**config.mk**
```make
export PLATFORM = sky130hd
export DESIGN_NAME = smc_controller
export DESIGN_NICKNAME = d
export VERILOG_FILES = /design/src/rtl/smc_pkg.sv /design/src/rtl/smc_arbiter.sv /design/src/rtl/smc_controller.sv
export SDC_FILE = /design/constraint.sdc
export NUM_CORES = 1
export LEC_CHECK = 0
export ABC_AREA = 1
export ABC_CLOCK_PERIOD_IN_PS = 6200
export BUFFER_PORTS_ARGS = -buffer_cell sky130_fd_sc_hd__buf_2
export CORE_MARGIN = 8
export CORE_UTILIZATION = 40
export DETAILED_ROUTE_END_ITERATION = 10
export GPL_ROUTABILITY_DRIVEN = 1
export MAX_ROUTING_LAYER = met4
export PLACE_DENSITY = 0.76
export REMOVE_ABC_BUFFERS = 1
export SLEW_MARGIN = 20
export SYNTH_ARGS = -nofsm -noshare
export SYNTH_HDL_FRONTEND = slang
export SYNTH_SLANG_ARGS = --single-unit
```
**constraint.sdc**
```tcl
create_clock -name ref_clk -period 6.2 [get_ports ref_clk]
set_input_delay 0.31 -clock ref_clk [delete_from_list [all_inputs] [get_ports ref_clk]]
set_output_delay 0.31 -clock ref_clk [all_outputs]
set_load 0.01 [all_outputs]
```
**src/rtl/smc_pkg.sv**
```systemverilog
package smc_pkg;

    localparam int NUM_MASTERS = 4;
    localparam int PRIO_W = 3;
    localparam int NUM_EXT_CS = 8;

    // Master indices
    localparam int MST_CORE = 0;
    localparam int MST_DMA = 1;
    localparam int MST_USBHOST = 2;
    localparam int MST_ETHERNET = 3;

    // Priority reset values, one field per master
    localparam logic [PRIO_W-1:0] PRIO_RST_CORE = 3'h0;
    localparam logic [PRIO_W-1:0] PRIO_RST_DMA = 3'h1;
    localparam logic [PRIO_W-1:0] PRIO_RST_USBHOST = 3'h2;
    localparam logic [PRIO_W-1:0] PRIO_RST_ETHERNET = 3'h3;
    localparam logic [NUM_MASTERS*PRIO_W-1:0] PRIO_RST =
        {PRIO_RST_ETHERNET, PRIO_RST_USBHOST, PRIO_RST_DMA, PRIO_RST_CORE};

    // Top address nibble regions
    localparam logic [3:0] REGION_INTERNAL = 4'h0;
    localparam logic [3:0] REGION_EXT_FIRST = 4'h1;
    localparam logic [3:0] REGION_EXT_LAST = 4'h8;
    localparam logic [3:0] REGION_PERIPH = 4'hf;

    // Internal 1-Mbyte slots, decoded from bits 27:20
    localparam int SLOT_LSB = 20;
    localparam int SLOT_W = 8;
    localparam logic [7:0] SLOT_BOOT = 8'h00;
    localparam logic [7:0] SLOT_ROM = 8'h01;
    localparam logic [7:0] SLOT_SRAM = 8'h02;
    localparam logic [7:0] SLOT_AREA3 = 8'h03;
    localparam logic [7:0] SLOT_LAST_DEFINED = 8'h03;

    // Access size codes
    localparam logic [1:0] SIZE_BYTE = 2'h0;
    localparam logic [1:0] SIZE_HALF = 2'h1;
    localparam logic [1:0] SIZE_WORD = 2'h2;

    // Access type codes
    localparam logic [1:0] KIND_READ = 2'h0;
    localparam logic [1:0] KIND_WRITE = 2'h1;
    localparam logic [1:0] KIND_FETCH = 2'h2;

    // Reset values of status
    localparam logic [31:0] ABORT_ADDR_RST = 32'h0000_0000;
    localparam logic [1:0] FIELD2_RST = 2'h0;
    localparam logic [3:0] FLAGS_RST = 4'h0;

    typedef enum logic [1:0] {
        SMC_TGT_ROM,
        SMC_TGT_SRAM,
        SMC_TGT_AREA3,
        SMC_TGT_EXT0
    } smc_target_t;

endpackage : smc_pkg

```
**src/rtl/smc_arbiter.sv**
```systemverilog
`timescale 1ns/1ps

module smc_arbiter #(
    parameter int N = smc_pkg::NUM_MASTERS,
    parameter int PW = smc_pkg::PRIO_W
) (
    input wire logic ref_clk,
    input wire logic rst_b,
    input wire logic [N-1:0] req,
    input wire logic [N-1:0] done,
    input wire logic [N*PW-1:0] prio,
    output logic [N-1:0] gnt_ff
);

    if (N < 1 || N > 16 || PW < 1 || PW > 8) begin : g_bad_params
        $error("smc_arbiter: unsupported master count or width");
    end

    // Highest value wins; strict compare keeps lower index on ties
    function automatic logic [N-1:0] pick(
        input logic [N-1:0] r,
        input logic [N*PW-1:0] p
    );
        logic [N-1:0] win;
        logic [PW-1:0] best;
        logic found;
        win = '0;
        best = '0;
        found = 1'b0;
        for (int i = 0; i < N; i++) begin
            if (r[i] && (!found || p[i*PW +: PW] > best)) begin
                win = '0;
                win[i] = 1'b1;
                best = p[i*PW +: PW];
                found = 1'b1;
            end
        end
        return win;
    endfunction : pick

    logic owner_busy;
    logic owner_done;
    logic [N-1:0] nxt_gnt;

    assign owner_busy = |(gnt_ff & req);
    assign owner_done = |(gnt_ff & done);

    always_comb begin
        nxt_gnt = gnt_ff;
        if (!owner_busy || owner_done) begin
            nxt_gnt = pick(req, prio);
        end
    end

    always_ff @(posedge ref_clk) begin
        if (!rst_b) begin
            gnt_ff <= '0;
        end else begin
            gnt_ff <= nxt_gnt;
        end
    end

endmodule : smc_arbiter

```
**src/rtl/smc_controller.sv**
```systemverilog
`timescale 1ns/1ps

// Notes on behaviour
// - Per-master priority 0..7, highest value wins
// - Equal priorities: master 0 first, 3 last
// - Core 0, DMA 1, USB host 2, Ethernet 3
// - Top nibble picks 256-Mbyte region
// - Each external region drives own chip select
// - Undefined 1536-Mbyte space answers with abort
// - Internal area decodes 1-Mbyte aliased slots
// - Internal access at or above 0x0040_0000 aborts
// - Boot slot aliases ROM or chip select zero
// - Remapped boot slot aliases SRAM, original kept
// - Boot level latched over last reset cycles
// - Writing one toggles remap; zero ignored
// - Abort broadcast to all masters
// - Abort captures full failing address
// - Abort records size, type and cause
// - Last-source flag per master, updated each abort
// - Sticky per-master flags, cleared by status read
// - Misaligned word or half-word access aborts
// - Core instruction fetches skip alignment check
// - Little-endian transfers only
// - Refresh interrupt passes through, no own interrupt
module smc_controller (
    input wire logic ref_clk,
    input wire logic rst_b,
    input wire logic boot_select_pin,
    input wire logic [3:0] bus_req,
    input wire logic [3:0] xfer_done,
    input wire logic [3:0] acc_valid,
    input wire logic [3:0][31:0] acc_addr,
    input wire logic [3:0][1:0] acc_size,
    input wire logic [3:0][1:0] acc_kind,
    input wire logic prio_wr,
    input wire logic [11:0] prio_wdata,
    input wire logic remap_wr,
    input wire logic remap_toggle_bit,
    input wire logic status_rd,
    input wire logic ebi_refresh_irq,
    output logic [3:0] bus_gnt_ff,
    output logic abort_ff,
    output logic sel_valid_ff,
    output logic [7:0] ext_cs_ff,
    output logic periph_sel_ff,
    output logic rom_sel_ff,
    output logic sram_sel_ff,
    output logic area3_sel_ff,
    output logic [31:0] sel_addr_ff,
    output logic [11:0] master_priority_reg_ff,
    output logic remap_state_ff,
    output logic boot_latched_ff,
    output logic [31:0] abort_address_reg_ff,
    output logic [1:0] abort_size_field_ff,
    output logic [1:0] abort_type_field_ff,
    output logic undefined_address_flag_ff,
    output logic misaligned_access_flag_ff,
    output logic last_source_core_flag_ff,
    output logic last_source_dma_flag_ff,
    output logic last_source_usbhost_flag_ff,
    output logic last_source_ethernet_flag_ff,
    output logic sticky_core_abort_flag_ff,
    output logic sticky_dma_abort_flag_ff,
    output logic sticky_usbhost_abort_flag_ff,
    output logic sticky_ethernet_abort_flag_ff,
    output logic mc_irq_ff
);

    localparam int NM = smc_pkg::NUM_MASTERS;

    logic boot_meta_ff;
    logic boot_sync_ff;
    logic [NM-1:0] arb_gnt;
    logic [3:0] last_src_ff;
    logic [3:0] sticky_ff;
    logic last_unread_ff;

    // Selected owner's access
    logic own_valid;
    logic [31:0] own_addr;
    logic [1:0] own_size;
    logic [1:0] own_kind;
    logic [3:0] own_idx;

    // Decode results
    logic dec_undef;
    logic dec_misalign;
    logic dec_abort;
    logic [7:0] dec_cs;
    logic dec_periph;
    logic dec_internal;
    smc_pkg::smc_target_t dec_tgt;
    logic [31:0] dec_addr;

    // Arbitration
    smc_arbiter #(
        .N(smc_pkg::NUM_MASTERS),
        .PW(smc_pkg::PRIO_W)
    ) u_arbiter (
        .ref_clk(ref_clk),
        .rst_b(rst_b),
        .req(bus_req),
        .done(xfer_done),
        .prio(master_priority_reg_ff),
        .gnt_ff(arb_gnt)
    );

    // Grant seen by the masters, one edge behind the arbiter
    always_ff @(posedge ref_clk) begin
        if (!rst_b) begin
            bus_gnt_ff <= 4'h0;
        end else begin
            bus_gnt_ff <= arb_gnt;
        end
    end

    // Priority fields, master 0 in the low three bits
    always_ff @(posedge ref_clk) begin
        if (!rst_b) begin
            master_priority_reg_ff <= smc_pkg::PRIO_RST;
        end else if (prio_wr) begin
            master_priority_reg_ff <= prio_wdata;
        end
    end

    // Boot level sync; latch follows it while reset is held
    always_ff @(posedge ref_clk) begin
        boot_meta_ff <= boot_select_pin;
        boot_sync_ff <= boot_meta_ff;
    end

    always_ff @(posedge ref_clk) begin
        if (!rst_b) begin
            boot_latched_ff <= boot_sync_ff;
        end
    end

    // Only a written one flips the page zero mapping
    always_ff @(posedge ref_clk) begin
        if (!rst_b) begin
            remap_state_ff <= 1'b0;
        end else if (remap_wr && remap_toggle_bit) begin
            remap_state_ff <= ~remap_state_ff;
        end
    end

    // Only the granted master's lane is looked at
    function automatic logic [3:0] onehot_to_idx(input logic [3:0] oh);
        logic [3:0] idx;
        idx = 4'h0;
        for (int i = 0; i < 4; i++) begin
            if (oh[i]) begin
                idx = 4'(i);
            end
        end
        return idx;
    endfunction : onehot_to_idx

    always_comb begin
        own_idx = onehot_to_idx(bus_gnt_ff);
        own_valid = |(bus_gnt_ff & acc_valid);
        own_addr = acc_addr[own_idx[1:0]];
        own_size = acc_size[own_idx[1:0]];
        own_kind = acc_kind[own_idx[1:0]];
    end

    // Alignment check
    function automatic logic misaligned(
        input logic [1:0] size,
        input logic [1:0] low
    );
        logic bad;
        bad = 1'b0;
        if (size == smc_pkg::SIZE_WORD) begin
            bad = (low != 2'h0);
        end else if (size == smc_pkg::SIZE_HALF) begin
            bad = low[0];
        end
        return bad;
    endfunction : misaligned

    always_comb begin
        dec_misalign = misaligned(own_size, own_addr[1:0]);
        if (own_idx == 4'(smc_pkg::MST_CORE) &&
            own_kind == smc_pkg::KIND_FETCH) begin
            dec_misalign = 1'b0;
        end
    end

    // Address decode
    always_comb begin
        logic [3:0] nib;
        logic [7:0] slot;
        nib = own_addr[31:28];
        slot = own_addr[smc_pkg::SLOT_LSB +: smc_pkg::SLOT_W];
        dec_undef = 1'b0;
        dec_cs = 8'h00;
        dec_periph = 1'b0;
        dec_internal = 1'b0;
        dec_tgt = smc_pkg::SMC_TGT_ROM;
        dec_addr = own_addr;
        if (nib == smc_pkg::REGION_INTERNAL) begin
            dec_internal = 1'b1;
            // Low 20 bits only: each memory repeats in its slot
            dec_addr = {12'h000, own_addr[19:0]};
            case (slot)
                smc_pkg::SLOT_BOOT: begin
                    if (remap_state_ff) begin
                        dec_tgt = smc_pkg::SMC_TGT_SRAM;
                    end else if (boot_latched_ff) begin
                        dec_tgt = smc_pkg::SMC_TGT_ROM;
                    end else begin
                        dec_tgt = smc_pkg::SMC_TGT_EXT0;
                    end
                end
                smc_pkg::SLOT_ROM: dec_tgt = smc_pkg::SMC_TGT_ROM;
                smc_pkg::SLOT_SRAM: dec_tgt = smc_pkg::SMC_TGT_SRAM;
                smc_pkg::SLOT_AREA3: dec_tgt = smc_pkg::SMC_TGT_AREA3;
                default: begin
                    dec_internal = 1'b0;
                    dec_undef = 1'b1;
                end
            endcase
            if (dec_internal && dec_tgt == smc_pkg::SMC_TGT_EXT0) begin
                dec_cs[0] = 1'b1;
            end
        end else if (nib >= smc_pkg::REGION_EXT_FIRST &&
                     nib <= smc_pkg::REGION_EXT_LAST) begin
            dec_cs[3'(nib - smc_pkg::REGION_EXT_FIRST)] = 1'b1;
            dec_addr = {4'h0, own_addr[27:0]};
        end else if (nib == smc_pkg::REGION_PERIPH) begin
            dec_periph = 1'b1;
        end else begin
            dec_undef = 1'b1;
        end
        dec_abort = dec_undef || dec_misalign;
    end

    // Selects for a good access, one cycle
    always_ff @(posedge ref_clk) begin
        if (!rst_b) begin
            sel_valid_ff <= 1'b0;
            ext_cs_ff <= 8'h00;
            periph_sel_ff <= 1'b0;
            rom_sel_ff <= 1'b0;
            sram_sel_ff <= 1'b0;
            area3_sel_ff <= 1'b0;
            sel_addr_ff <= 32'h0000_0000;
        end else begin
            sel_valid_ff <= own_valid && !dec_abort;
            ext_cs_ff <= (own_valid && !dec_abort) ? dec_cs : 8'h00;
            periph_sel_ff <= own_valid && !dec_abort && dec_periph;
            rom_sel_ff <= own_valid && !dec_abort && dec_internal &&
                dec_tgt == smc_pkg::SMC_TGT_ROM;
            sram_sel_ff <= own_valid && !dec_abort && dec_internal &&
                dec_tgt == smc_pkg::SMC_TGT_SRAM;
            area3_sel_ff <= own_valid && !dec_abort && dec_internal &&
                dec_tgt == smc_pkg::SMC_TGT_AREA3;
            // Byte lanes passed unswapped: little-endian only
            if (own_valid) begin
                sel_addr_ff <= dec_addr;
            end
        end
    end

    // Abort to every master; only the owner acts on it
    always_ff @(posedge ref_clk) begin
        if (!rst_b) begin
            abort_ff <= 1'b0;
        end else begin
            abort_ff <= own_valid && dec_abort;
        end
    end

    // Abort capture
    always_ff @(posedge ref_clk) begin
        if (!rst_b) begin
            abort_address_reg_ff <= smc_pkg::ABORT_ADDR_RST;
            abort_size_field_ff <= smc_pkg::FIELD2_RST;
            abort_type_field_ff <= smc_pkg::FIELD2_RST;
            undefined_address_flag_ff <= 1'b0;
            misaligned_access_flag_ff <= 1'b0;
        end else if (own_valid && dec_abort) begin
            abort_address_reg_ff <= own_addr;
            abort_size_field_ff <= own_size;
            abort_type_field_ff <= own_kind;
            undefined_address_flag_ff <= dec_undef;
            misaligned_access_flag_ff <= dec_misalign;
        end
    end

    always_ff @(posedge ref_clk) begin
        if (!rst_b) begin
            last_src_ff <= smc_pkg::FLAGS_RST;
        end else if (own_valid && dec_abort) begin
            last_src_ff <= bus_gnt_ff;
        end
    end

    // Previous last source moves to sticky only if not yet read
    always_ff @(posedge ref_clk) begin
        if (!rst_b) begin
            last_unread_ff <= 1'b0;
        end else if (own_valid && dec_abort) begin
            last_unread_ff <= 1'b1;
        end else if (status_rd) begin
            last_unread_ff <= 1'b0;
        end
    end

    // Set wins over the read clear
    always_ff @(posedge ref_clk) begin
        if (!rst_b) begin
            sticky_ff <= smc_pkg::FLAGS_RST;
        end else begin
            sticky_ff <= (status_rd ? 4'h0 : sticky_ff) |
                ((own_valid && dec_abort && last_unread_ff) ?
                 last_src_ff : 4'h0);
        end
    end

    always_comb begin
        last_source_core_flag_ff = last_src_ff[smc_pkg::MST_CORE];
        last_source_dma_flag_ff = last_src_ff[smc_pkg::MST_DMA];
        last_source_usbhost_flag_ff = last_src_ff[smc_pkg::MST_USBHOST];
        last_source_ethernet_flag_ff = last_src_ff[smc_pkg::MST_ETHERNET];
        sticky_core_abort_flag_ff = sticky_ff[smc_pkg::MST_CORE];
        sticky_dma_abort_flag_ff = sticky_ff[smc_pkg::MST_DMA];
        sticky_usbhost_abort_flag_ff = sticky_ff[smc_pkg::MST_USBHOST];
        sticky_ethernet_abort_flag_ff = sticky_ff[smc_pkg::MST_ETHERNET];
    end

    // Refresh error simply transits, registered
    always_ff @(posedge ref_clk) begin
        if (!rst_b) begin
            mc_irq_ff <= 1'b0;
        end else begin
            mc_irq_ff <= ebi_refresh_irq;
        end
    end

endmodule : smc_controller

```
### After elaboration in Yosys (flattened, before gate mapping)

Index checks and enable logic that the tools add are counted.

| cells by class | value |
|---|---|
| divide/modulo/power cells | 0 |
| add/sub/neg operators | 1 |
| multiplexer cells | 54 |
| reduce and logical (&&, ||, !) cells | 38 |
| shifts and indexed selects | 0 |
| order comparisons | 8 |
| $mul | 0 |
| equality and inequality tests | 10 |
| bitwise gates (word level) | 8 |

Operators by type and width:

| operator | count |
|---|---|
| 2-to-1 mux 32 bit | 3 |
| binary-select mux 32 bit (select 2 bit) | 1 |
| 2-to-1 mux 1 bit | 27 |
| 2-to-1 mux 3 bit | 7 |
| 2-to-1 mux 4 bit | 5 |
| OR reduction 4 bit | 5 |
| equality test 8 x 2 -> 1 bit, second input constant | 2 |
| logical AND 1 bit | 16 |
| 2-to-1 mux 2 bit | 7 |
| bitwise AND 4 bit | 3 |
| greater-than comparator 3 bit | 3 |
| binary-select mux 2 bit (select 2 bit) | 2 |
| equality test 2 bit, second input constant | 4 |
| equality test 8 x 1 -> 1 bit, second input constant | 1 |
| logical NOT 4 bit | 2 |
| logical NOT 8 bit | 1 |
| case mux 2 bit (3 select lines) | 1 |
| logical NOT 1 bit | 5 |
| logical OR 1 bit | 5 |
| equality test 2 x 1 -> 1 bit, second input constant | 2 |
| equality test 4 bit, second input constant | 1 |
| greater-or-equal comparator 4 x 1 -> 1 bit, second input constant | 1 |
| less-or-equal comparator 4 bit, second input constant | 1 |
| < comparator 3 x 4 -> 1 bit, second input constant | 1 |
| other kinds (9) | 13 |

| storage, ports and cells | value |
|---|---|
| output and inout port bits | 111 |
| RAM bits | 0 |
| memories kept | 0 |
| memory bits (read-only) | 0 |
| bits in registers | 118 |
| latch bits | 0 |
| input port bits | 176 |
| logic and storage cells | 144 |

### Longest topological paths before layout

Gate-level depths: netlist of run 1.

| logic depth | value |
|---|---|
| depth after elaboration | 19 |
| depth in mapped cells | 27 |
| depth with buffers taken out | 27 |

### By module

Synthesis of run 1 repeated with hierarchy kept, for this count alone.

| unflattened totals | value |
|---|---|
| cell total of the unflattened synthesis | 981 |
| area total of the unflattened synthesis | 6543.8 µm² |

Modules (own cells, without submodules):

| module | area an instance (µm²) | instances | seq. area each (µm²) | cells an instance |
|---|---|---|---|---|
| smc_controller | 5905.7 | 1 | 2292.2 | 884 |
| smc_arbiter | 638.1 | 1 | 80.1 | 97 |

### Least setup slack after synthesis of run 1

OpenSTA, ideal clock, no wires.

| path | value |
|---|---|
| path type | reg-to-reg |
| start | reg master_priority_reg_ff[2] |
| end | reg u_arbiter.gnt_ff[0] |
| clock period less this slack | 3.212 ns |
| path slack | 2.988 ns |
| setup time | 0.075 ns |
| arrival | 3.137 ns |
| stages on the path, launching flop included | 28 |
| cells stage by stage | dfxtp_1 > nand2_1 > ha_1 > nand2_1 > o21ai_0 > nand2_1 > nand2_1 > nand2_1 > nand2_1 > o21ai_0 > ha_1 > nand2_1 > o21ai_0 > nand2_1 > nand2_1 > nand2_1 > nand2_1 > o21ai_0 > ha_1 > a21oi_1 > o21ai_0 > nand2_1 > o21ai_0 > nand2_1 > nand2_1 > inv_1 > nand3_1 > o22ai_1 |

| between the ends | value |
|---|---|
| longest elaborated chain between the ends | 16 |
| elaborated cells on any way between the ends | 24 |
| classes of those cells | order compare (3); mux (13); reduce/logical (8) |

RTL lines:

| what | line | source |
|---|---|---|
| from (decl) | smc_controller.sv:50 | `output logic [11:0] master_priority_reg_ff,` |
| from (signal assigned) | smc_controller.sv:120 | `master_priority_reg_ff <= smc_pkg::PRIO_RST;` |
| from (signal assigned) | smc_controller.sv:122 | `master_priority_reg_ff <= prio_wdata;` |
| 2-to-1 mux 3 bit * | smc_arbiter.sv:31 | `if (r[i] && (!found \|\| p[i*PW +: PW] > best)) begin` |
| 2-to-1 mux 3 bit * | smc_arbiter.sv:50 | `if (!owner_busy \|\| owner_done) begin` |
| greater-than comparator 3 bit | smc_arbiter.sv:31 |  |
| logical OR 1 bit | smc_arbiter.sv:31 |  |
| logical AND 1 bit | smc_arbiter.sv:31 |  |
| 2-to-1 mux 3 bit or 2-to-1 mux 1 bit (tied branches) | smc_arbiter.sv:31 |  |
| 2-to-1 mux 3 bit or 2-to-1 mux 1 bit (tied branches) | smc_arbiter.sv:50 |  |
| greater-than comparator 3 bit or logical NOT 1 bit (tied branches) | smc_arbiter.sv:31 |  |
| logical OR 1 bit | smc_arbiter.sv:31 |  |
| logical AND 1 bit | smc_arbiter.sv:31 |  |
| 2-to-1 mux 3 bit or 2-to-1 mux 1 bit (tied branches) | smc_arbiter.sv:31 |  |
| 2-to-1 mux 3 bit or 2-to-1 mux 1 bit (tied branches) | smc_arbiter.sv:50 |  |
| greater-than comparator 3 bit or logical NOT 1 bit (tied branches) | smc_arbiter.sv:31 |  |
| logical OR 1 bit | smc_arbiter.sv:31 |  |
| logical AND 1 bit | smc_arbiter.sv:31 |  |
| 2-to-1 mux 4 bit * | smc_arbiter.sv:31 |  |
| to (signal assigned) | smc_arbiter.sv:59 | `gnt_ff <= nxt_gnt;` |
| to (decl) | smc_arbiter.sv:12 | `output logic [N-1:0] gnt_ff` |

Every way passes the cells marked *; elsewhere a longest branch is shown, timed or not. The select of a mux whose other input is x is not followed.
A chain may end at the register's enable or synchronous reset.

### Final worst setup path of run 1

| path | value |
|---|---|
| start | reg bus_gnt_ff[1] |
| end | reg abort_address_reg_ff[5] |

| between the ends | value |
|---|---|
| longest elaborated chain between the ends | 11 |
| elaborated cells on any way between the ends | 36 |
| classes of those cells | order compare (2); eq/ne (7); mux (16); bitwise (1); reduce/logical (10) |

RTL lines:

| what | line | source |
|---|---|---|
| from (decl) | smc_controller.sv:41 | `output logic [3:0] bus_gnt_ff,` |
| from (signal assigned) | smc_controller.sv:113 | `bus_gnt_ff <= arb_gnt;` |
| 2-to-1 mux 1 bit * | smc_controller.sv:152 | `if (oh[i]) begin` |
| 2-to-1 mux 4 bit * (2 in a row) | smc_controller.sv:152 |  |
| binary-select mux 32 bit (select 2 bit) * | smc_controller.sv:162 | `own_addr = acc_addr[own_idx[1:0]];` |
| 2-to-1 mux 32 bit (not written as such) * | smc_controller.sv:162 |  |
| net own_addr[28] | smc_controller.sv:80 | `logic [31:0] own_addr;` |
| greater-or-equal comparator 4 x 1 -> 1 bit (tied with other cells) | smc_controller.sv:227 | `end else if (nib >= smc_pkg::REGION_EXT_FIRST &&` |
| logical AND 1 bit or 2-to-1 mux 1 bit (tied branches) | smc_controller.sv:227, smc_controller.sv:231 |  |
| 2-to-1 mux 1 bit | smc_controller.sv:227 |  |
| 2-to-1 mux 1 bit * | smc_controller.sv:202 | `if (nib == smc_pkg::REGION_INTERNAL) begin` |
| logical OR 1 bit * | smc_controller.sv:236 | `dec_abort = dec_undef \|\| dec_misalign;` |
| logical AND 1 bit * | smc_controller.sv:283 | `end else if (own_valid && dec_abort) begin` |
| to (signal assigned) | smc_controller.sv:278 | `abort_address_reg_ff <= smc_pkg::ABORT_ADDR_RST;` |
| to (signal assigned) | smc_controller.sv:284 | `abort_address_reg_ff <= own_addr;` |
| to (decl) | smc_controller.sv:53 | `output logic [31:0] abort_address_reg_ff,` |

The timed path passes the listed nets; every way through them passes the cells marked *. The select of a mux whose other input is x is not followed.

==> metrics.csv, run 1 <==
metric,value,unit
cp.arrival,4.63,ns
crit_chain,nand2_4 > nand2_4 > inv_4 > o22ai_1 > a21oi_2 > inv_1 > ha_1 > nand3_2 > nor2_4 > inv_2 > nand2_1 > nand2_2 > nand2_8 > nand3_4 > inv_2 > nand2_1 > nand2_1,
h-tree-depth,4,
fin_crit,4.28,ns
grt_usage,23.6,%
fmaxAchievable,234,MHz
rsz0062_at_grt,no,
maxCapViolCount,0,
synth_area_leaders,"dfxtp_1, nand2_1, nor2_1",
critPathLaunchType,flop,
core.rowCount,45,
ys_seq_area_share,38.7,%
start_util,40.6,%
wl_per_cell,17.5,um
synth_cell_type_count,42,
final_max_slew_viol_count,0,
core,15100,sq um
die_h,140,um
die_w,140,um
fin_crit_sh,69.0,%
cts_buffers,17,
hp-start,ebi_refresh_irq,
clockRootBuffer,clkbuf_16,
status,"finished, final reports clean",
switchingPower,0.000970,W
netlist_area,6130,sq um
p_per_area,325,nW/um^2
cts_tree,done,
design_area,8100,sq um
hold_viol,0,
worstReg2RegStart,bus_gnt_ff[1],
dp_cells,1279,
end_kind,flop,
clkPwrFrac,33.7,%
synth_top_area_share,38.2,%
synth_edf_count,1,
leakagePower,4.20,nW
dr_wl_met2,10900,um
hpwl,17100,um
seqPwrFrac,34.0,%
layout.cells.non_filler,1315,
top_layer,met4,
p_sw_share,36.9,%
worst-path-buf-inv,4,
worstPathRequired,6.55,ns
synth_seq_cells,118,
dp_slack,1.98,ns
placed_area,7540,sq um
netlist_instances,850,
cp_common_cell,nand2_1,
ios,287,
ctsResizeCount,0,
critical-path-top-delay-family,simple AND/OR/NAND/NOR gates,
worstMarginPinSlew,0.862,ns
gp_congestion,0.974,
p_int,0.00166,W
overflow,0,
synth_top_flop_cell,dfxtp_1,
setup-tns-final,0,ns
setup_ws,1.92,ns
grt_first_pass_wirelength,35600,um
yosysWarningCount,0,
synth_top_area_cell,dfxtp_1,
drt_first_iter_violations,364,
crit_fanout,43,
clk_latency,0.41,ns
die_area,19600,sq um
routed_wl,23000,um
route.antenna.remaining_nets,0,
wl_met1,9320,um
area_growth,32.0,%
startpoint,bus_gnt_ff[1],
antenna_found_initial,3,
max_slew_margin,42.5,%
path_class,flop to flop,
drc,0,
grt_pass1_vias,6657,
clockBufferDepth,2,
max_stage_delay,0.89,ns
ir_drop,0.185,mV
vias,6775,
finalClockSkew,0.00692,ns
wl_met3,2150,um
firstDrtPassIters,8,
drive_gt1_share,35.5,%
combPwrFrac,32.3,%
async_flop_share,0,%
fin_nets,1299,
clk_pin_slew,0.06,ns
setup_viol,0,
portBuffers,286,
syn_area_per_cell,7.22,sq um
crit_slowest_cell,dfxtp_2,
cts.sinks,118,
min-delay-path-class,input port to flop,
avgViaCountPerCell,5.15,
grt_max_degree,59,
-- per-stage QoR --
| stage | utilization [%] | hold slack [ns] | power [W] |
|---|---|---|---|
| after floorplan | - | 0.310 | 0.00143 |
| after global placement | 50.0 | 0.311 | 0.00174 |
| after detailed placement | 50.0 | 0.328 | 0.00176 |
| after CTS | 53.6 | 0.0672 | 0.00265 |
| after global routing | 53.6 | 0.0802 | 0.00279 |
| final | 53.6 | 0.0827 | 0.00263 |
-- registers in the layout (all words and copies together) (netlist names), 2 cells and up --
signal	cells
ext_cs_ff	8
last_src_ff	4
abort_address_reg_ff	32
bus_gnt_ff	4
abort_size_field_ff	2
sel_addr_ff	32
master_priority_reg_ff	12
sticky_ff	4
abort_type_field_ff	2
u_arbiter.gnt_ff	4
-- kinds of logic after synthesis --
logic type | synth area share, %
AO/OA/AOI/OAI | 18.5
adder cells (fa/ha/maj) | 2.45
buffers and inverters | 9.53
flip-flops | 38.7
AND/OR/NAND/NOR | 30.9
-- worst min-delay path, stage by stage --
cell and delay (ns):
buf_2 0.07, nand2_1 0.04, inv_1 0.04
-- synth_stat cells (all sizes together), types with 6 or more instances --
master	n
inv	71
and2	12
o32ai	8
o32a	11
a21oi	59
buf	32
ha	12
dfxtp	117
nor2	127
o21ai	68
clkbuf	20
nand3b	6
nand3	71
o22ai	25
nand2	191
-- power groups by stage --
stage / Combinational (W) / Clock [W] / Sequential, W
final: 0.000850 / 0.000887 / 0.000894
after global routing: 0.000947 / 0.000941 / 0.000902
after CTS: 0.000854 / 0.000901 / 0.000894
after detailed placement: 0.000847 / 0 / 0.000909
after global placement: 0.000835 / 0 / 0.000907
after floorplan: 0.000502 / 0 / 0.000932
-- area by class of cell --
class	instances	area (sq um)
inverter	72	273
clock inverter	12	77.6
fill	1498	6990
timing repair buffer	294	1490
tap	188	235
multi-input combinational	608	3180
antenna	3	7.51
sequential	118	2370
clock buffer	20	458
-- metal layers --
| layer | up-vias | GRT usage, % |
|---|---|---|
| li1 | 3342 | - |
| met1 | 3055 | 25.9 |
| met2 | 332 | 38.8 |
| met3 | 46 | 8.17 |
| met4 | 0 | 9.14 |
| met5 | - | - |
-- cells in the final DEF, fill, tap and decap left out, drive strengths merged --
cell         instances
nand3               71
o2111ai              1
ha                  12
nor3                 2
clkbuf              20
a221oi               1
nand2              191
a211oi               1
nand3b               6
a22o                 2
nand4                3
inv                 73
o21ai               68
buf                293
o32a                11
and2                12
o211ai               3
a21oi               59
diode                3
nor2               127
o32ai                8
edfxtp               1
or2                  5
o22ai               25
dfxtp              117
dlygate4sd3          1
clkinvlp             4
clkinv               7
-- path summary, 6_finish.rpt --
check	to	slack (ns)	cells past startpoint
max	abort_address_reg_ff[5]	1.92	17
min	mc_irq_ff	0.08	3
max reg2reg	abort_address_reg_ff[5]	1.92	17
min reg2reg	boot_sync_ff	0.34	0
-- repair_timing --
| item | CTS | global route |
|---|---|---|
| hold buffers | 1 | 0 |
| endpoints found under the hold margin | 1 | 0 |
| buffers inserted | 0 | 0 |
Note: power is estimated with default switching activity, not from simulation.
==> run 2, diff against run 1 <==
--- a/config.mk
+++ b/config.mk
@@ -5,8 +5,8 @@
 export SDC_FILE = /design/constraint.sdc
 export NUM_CORES = 1
 export LEC_CHECK = 0
-export ABC_AREA = 1
-export ABC_CLOCK_PERIOD_IN_PS = 6200
+export ABC_AREA = 0
+export ABC_CLOCK_PERIOD_IN_PS = 4000
 export BUFFER_PORTS_ARGS = -buffer_cell sky130_fd_sc_hd__buf_2
 export CORE_MARGIN = 8
 export CORE_UTILIZATION = 40
==> constraint.sdc (replaced) <==
create_clock -name ref_clk -period 4 [get_ports ref_clk]
set_input_delay 0.2 -clock ref_clk [delete_from_list [all_inputs] [get_ports ref_clk]]
set_output_delay 0.2 -clock ref_clk [all_outputs]
set_load 0.01 [all_outputs]
==> run 2 against run 1 <==
Global-route usage shrank 1.4 points. Synthesized cell count is 12% lower. Hold slack worse by 0.057 ns. Flip-flop and latch count did not move. First-iteration DRC count increased by 2.2%. Sequential power grew 45%. Clock-buffer cell count fell by 3. Routed wire length is 4.6% lower. Non-clock buffer count grew 21. Register-to-register slack lost 1.9 ns. Clock power up 83%. Critical endpoint is now u_arbiter.gnt_ff[2]. Largest cell class unchanged.
==> metrics.csv, run 2 <==
metric,value,unit,change
status,"finished, final reports clean",,
clk_latency,0.41,ns,about the same
synth_seq_cells,118,,unchanged
cts_tree,done,,
synthSimpleGateAreaFrac,21.5,%,-9.4 points
fin_crit,3.93,ns,-0.346 ns
firstDrtPassIters,5,,-3
cts_buffers,17,,unchanged
startpoint,master_priority_reg_ff[1],,
endpoint,u_arbiter.gnt_ff[2],,
reg2regPathDepth,20,,+3
die_h,140,um,+0.43%
portBuffers,286,,unchanged
power,0.00375,W,+42%
clockBufferDepth,2,,unchanged
cp.arrival,4.27,ns,-0.36 ns
drc,0,,unchanged
synth_compound_area_share,16.8,%,-1.7 points
clk_pin_slew,0.06,ns,about the same
hpwl,16100,um,-5.3%
path_class,flop to flop,,
leakagePower,4.12,nW,-2.0%
drive_gt1_share,37.6,%,+2.1 points
end_kind,flop,,
muxShareOfSynthArea,14.8,%,+15 points
yosysWarningCount,0,,unchanged
finalClockSkew,0.00525,ns,-0.00167 ns
placed_area,7730,sq um,+2.4%
h-tree-depth,4,,unchanged
wl_per_cell,17.7,um,+1.4%
core.rowCount,45,,unchanged
clockRootBuffer,clkbuf_16,,
yosys.area_share.adder,2.22,%,-0.23 points
setup_viol,0,,unchanged
wl_met1,9440,um,+1.3%
die_area,19700,sq um,+0.87%
gp_congestion,0.868,,-11%
fmaxAchievable,254,MHz,+8.8%
crit_fanout,2,,-95%
dp_slack,-0.177,ns,-2.16 ns
core,15100,sq um,+0.37%
start_util,40.9,%,+0.25 points
die_w,140,um,+0.43%
async_flop_share,0,%,unchanged
min-delay-path-class,input port to flop,,
ios,287,,unchanged
synth_top_family_by_area,simple AND/OR/NAND/NOR gates,,
hold_viol,0,,unchanged
overflow,0,,unchanged
synth_cell_type_count,64,,+52%
reg2reg_slack,0.07,ns,-1.85 ns
netlist_area,6190,sq um,+0.98%
grt_first_pass_wirelength,33900,um,-4.8%
setup_ws,0.0678,ns,-1.85 ns
maxCapViolCount,0,,unchanged
route.antenna.remaining_nets,0,,unchanged
final_max_slew_viol_count,0,,unchanged
dr_wl_met2,10800,um,-0.92%
ir_drop,0.360,mV,+95%
avgViaCountPerCell,5.18,,+0.61%
top_layer,met4,,
synth_top_flop_cell,dfxtp_1,,
syn_area_per_cell,8.25,sq um,+14%
vias,6412,,-5.4%
worstPathRequired,4.34,ns,-2.21 ns
yosysMostFrequentCell,nand2_1,,
synth_area_leaders,"dfxtp_1, mux2i_1, nand2_1",,
fin_crit_sh,98.3,%,+29 points
fin_nets,1221,,-6.0%
max_slew_margin,44.3,%,+1.8 points
synth_edf_count,1,,unchanged
area_growth,38.7,%,
worstReg2RegStart,master_priority_reg_ff[1],,
routed_wl,21900,um,-4.6%
wl_met3,1490,um,-31%
synth_top_area_cell,dfxtp_1,,
synth_top_area_share,37.8,%,-0.37 points
netlist_instances,751,,-12%
antenna_found_initial,2,,-1
ys_seq_area_share,38.3,%,-0.38 points
critPathLaunchType,flop,,
grt_usage,22.2,%,-1.4 points
cts.sinks,118,,unchanged
worstMarginPinSlew,0.835,ns,-0.0270 ns
r2r-end,u_arbiter.gnt_ff[2],,
p_per_area,436,nW/um^2,+34%
drt_first_iter_violations,372,,+2.2%
postLayoutCoreUtil,56.7,%,+3.1 points
grt_max_degree,84,,+42%
design_area,8590,sq um,+6.1%
mostFrequentLayoutCell,buf_2,,
grt_pass1_vias,6347,,-4.7%
synth_xor_area_share,0.283,%,+0.28 points
synthTopCellsByCount,"nand2_1, dfxtp_1, mux2i_1, a21oi_1, nor2_1",,
top_regs,"abort_address_reg_ff (32), sel_addr_ff (32), master_priority_reg_ff (12)",,
layout_common_cells,"buf_2, nand2_1, dfxtp_1",,
rsz0062_at_grt,yes,,
## run 2: cell count changes after synthesis, moves of 25 or more
cell / change
mux2i_1: +79
nor2_1: -69
nand3_1: -59
inv_1: -47
a21oi_1: +25
nand2_2: -25
o22ai_1: -25
## run 2: worst max-delay path, stage by stage, from the launching register on
cell and delay (ns):
dfxtp_2 0.36, nand2_4 0.07, ha_4 0.24, nor2b_4 0.12, o21ai_2 0.14, a32oi_2 0.09
o21ai_2 0.21, mux2_4 0.34, ha_4 0.24, nor2b_4 0.12, o21ai_2 0.13, a32oi_1 0.08
o21ai_2 0.16, mux2_4 0.33, ha_4 0.22, nor2b_1 0.13, o21ai_1 0.13, a32oi_1 0.08
o21a_1 0.20, or3_4 0.33, a21oi_2 0.13
## run 2: power by group
part / total, W / switching (W) / internal [W]
sequential: 0.00130 / 0.0000466 / 0.00125
clock: 0.00162 / 0.000572 / 0.00105
combinational: 0.000835 / 0.000484 / 0.000351
total: 0.00375 / 0.00110 / 0.00265
## run 2: logic make-up (layout without fill, tap and decap cells)
logic type / count (synthesis) / after routing
compound gates: 161 / 161
xor+xnor: 2 / 2
fa+ha+maj: 11 / 11
buf+inv: 70 / 366
flops: 118 / 118
mux: 90 / 90
other cells: 0 / 2
simple gates: 299 / 299
## run 2: final cells by class
cell class | count | area (sq um)
sequential | 118 | 2380
inverter | 19 | 72.6
clock inverter | 15 | 203
multi-input combinational | 563 | 3590
clock buffer | 17 | 425
tap | 188 | 235
timing repair buffer | 315 | 1680
fill | 1397 | 6560
antenna | 2 | 5.00
## run 2: worst min-delay path by stage
stage          cells after the start  slack, ns            start                   endpoint
5_1_grt                            3       0.01    prio_wdata[1]  master_priority_reg_ff[1]
4_1_cts                            3      0.005    prio_wdata[0]  master_priority_reg_ff[0]
2_1_floorplan                      0       0.23  boot_select_pin               boot_meta_ff
3_3_place_gp                       1       0.30  boot_select_pin               boot_meta_ff
6_report                           3       0.03    prio_wdata[1]  master_priority_reg_ff[1]
3_5_place_dp                       1       0.30  boot_select_pin               boot_meta_ff
## run 2: stage by stage
stage / std cells / TNS (ns) / hold WS, ns
floorplan: 700 / -38.70 / 0.228
global placement: 1193 / -0.112 / 0.305
detailed placement: 1193 / -0.269 / 0.305
CTS: 1232 / 0 / 0.00453
global route: 1237 / -0.293 / 0.0107
finish: 1237 / 0 / 0.0255
## run 2: routing by layer
metal,global-route usage [%],vias up
li1,-,3169
met1,25.6,2981
met2,36.8,243
met3,6.76,19
met4,5.94,0
met5,-,-
## run 2: timing repair
action	4_1_cts	5_1_grt
endpoints found under the hold margin	5	0
buffers inserted	3	3
pin swaps	8	12
hold buffers	5	0
endpoints found under the setup margin	4	4
resized for setup	16	14
==> run 3, diff against run 2 <==
--- a/config.mk
+++ b/config.mk
@@ -14,7 +14,6 @@
 export GPL_ROUTABILITY_DRIVEN = 1
 export MAX_ROUTING_LAYER = met4
 export PLACE_DENSITY = 0.76
-export REMOVE_ABC_BUFFERS = 1
 export SLEW_MARGIN = 20
 export SYNTH_ARGS = -nofsm -noshare
 export SYNTH_HDL_FRONTEND = slang
==> run 3 against run 2 <==
Register-to-register slack got worse by 0.04 ns. Routed wire length rose by 2.5%. Maximum frequency shrank 1.1%. Hold slack lost 0.00091 ns. Total power shrank 1.8%. Via count shrank 0.42%. Critical path type unchanged. Critical endpoint unchanged. Largest cell class unchanged. Largest power group unchanged. Highest routed layer unchanged.
==> metrics.csv, run 3 (synthesis gave the netlist of run 2 again) <==
metric,value,unit,change
layout_common_cells,"buf_2, nand2_1, dfxtp_1",,
synth_nets,938,,
top_regs,"abort_address_reg_ff (32), sel_addr_ff (32), master_priority_reg_ff (12)",,
final_max_slew_viol_count,0,,unchanged
antenna-diode-count,0,,-2
dp_slack,-0.127,ns,+0.0498 ns
status,"finished, final reports clean",,
grt_first_pass_wirelength,34100,um,+0.43%
fillers,1424,,+1.9%
drive_gt1_share,37.2,%,-0.48 points
core.rowCount,45,,unchanged
cp.arrival,4.31,ns,+0.04 ns
hpwl,16600,um,+3.1%
grt_usage,22.4,%,+0.18 points
portBuffers,286,,unchanged
placed_area,7710,sq um,-0.19%
mostFrequentLayoutCell,buf_2,,
clockBufferDepth,2,,unchanged
clk_pin_slew,0.05,ns,about the same
max_slew_margin,35.5,%,-8.8 points
cts.sinks,118,,unchanged
worstMarginPinSlew,0.968,ns,+0.132 ns
crit_fanout,2,,unchanged
dp_cells,1190,,-0.25%
maxCapViolCount,0,,unchanged
multiInputGateArea,3550,sq um,-1.1%
h-tree-depth,4,,unchanged
holdWs,0.0245,ns,-0.000909 ns
fin_nets,1215,,-0.49%
area_growth,36.8,%,
clk_latency,0.41,ns,about the same
end_kind,flop,,
start_util,40.9,%,unchanged
design_area,8470,sq um,-1.3%
worstPathRequired,4.34,ns,about the same
layout.cells.non_filler,1227,,-0.81%
firstDrtPassIters,5,,unchanged
setup_ws,0.0242,ns,-0.0436 ns
setup_viol,0,,unchanged
hold_viol,0,,unchanged
ios,287,,unchanged
gp_congestion,0.855,,-1.5%
route.antenna.remaining_nets,0,,unchanged
drt_first_iter_violations,298,,-20%
wl_per_cell,18.3,um,+3.3%
overflow,0,,unchanged
leakagePower,4.07,nW,-1.2%
grt_max_degree,61,,-27%
drc,0,,unchanged
critPathLaunchType,flop,,
grt_pass1_vias,6494,,+2.3%
core,15100,sq um,unchanged
ir_drop,0.331,mV,-8.1%
die_h,140,um,unchanged
vias,6385,,-0.42%
rsz0062_at_grt,yes,,
cts_buffers,17,,unchanged
cts_tree,done,,
postLayoutCoreUtil,56.0,%,-0.75 points
fmaxAchievable,252,MHz,-1.1%
antenna_found_initial,0,,-2
clockRootBuffer,clkbuf_16,,
min-delay-path-class,input port to flop,,
routed_wl,22500,um,+2.5%
fin_crit,3.98,ns,+0.0436 ns
die_w,140,um,unchanged
path_class,flop to flop,,
fin_crit_sh,99.4,%,+1.1 points
die_area,19700,sq um,unchanged
finalClockSkew,0.00435,ns,-0.000901 ns
ff_latch_area,2380,sq um,about the same
avgViaCountPerCell,5.20,,+0.39%
p_per_area,434,nW/um^2,-0.49%
run 3: worst max-delay path, stage by stage (launching register included):
cell     delay (ns)
dfxtp_2        0.33
nand2_2        0.07
ha_4           0.29
nor2b_4        0.17
o21ai_2        0.07
a32oi_2        0.21
o21ai_2        0.12
mux2_4         0.33
ha_4           0.27
nor2b_1        0.12
o21ai_1        0.06
a32oi_1        0.22
o21ai_2        0.13
mux2_4         0.32
ha_4           0.21
nor2b_1        0.12
o21ai_1        0.12
a32oi_1        0.08
o21a_1         0.21
or3_1          0.32
a21oi_2        0.12
run 3: layout make-up:
cell class,count,share of cell area [%]
tap,188,2.78
sequential,118,28.1
clock buffer,22,5.71
inverter,19,0.856
clock inverter,8,1.45
multi-input combinational,563,41.9
timing repair buffer,309,19.2
run 3: final timing paths:
kind / from / endpoint / slack [ns] / cells after the start
worst max-delay path: master_priority_reg_ff[1] / u_arbiter.gnt_ff[2] / 0.02 / 20
worst min-delay path: prio_wdata[7] / master_priority_reg_ff[7] / 0.02 / 3
worst max register to register: master_priority_reg_ff[1] / u_arbiter.gnt_ff[2] / 0.02 / 20
worst min register to register: boot_meta_ff / boot_sync_ff / 0.33 / 0
run 3: timing repair:
action,in CTS,in global routing
gates resized for setup,6,13
hold buffers,2,0
pin swaps,5,8
setup buffers,1,4
setup endpoints to repair,3,4
hold endpoints to repair,2,0
run 3: power by group:
group | total (W) | switching (W) | internal, W | leakage, nW
Sequential | 0.00130 | 0.0000505 | 0.00125 | 0.962
Clock | 0.00155 | 0.000517 | 0.00104 | 0.290
Combinational | 0.000828 | 0.000486 | 0.000342 | 2.82
Total | 0.00368 | 0.00105 | 0.00263 | 4.07
run 3: through the flow:
step | setup TNS, ns | total power, W
global placement | 0 | 0.00210
detailed placement | -0.191 | 0.00212
finish | 0 | 0.00368
global route | -0.378 | 0.00386
CTS | 0 | 0.00369
floorplan | 0 | 0.00182
run 3: per-layer routing:
| layer | part of all wire, % | vias to the layer above | wire (um) | track usage, % |
|---|---|---|---|---|
| met1 | 41 | 2967 | 9300 | 25.0 |
| met4 | 1.5 | 0 | 329 | 7.09 |
| met2 | 51 | 233 | 11400 | 38.7 |
| met3 | 6.5 | 20 | 1450 | 5.30 |
| met5 | 0 | - | 0 | - |
| li1 | - | 3165 | - | - |
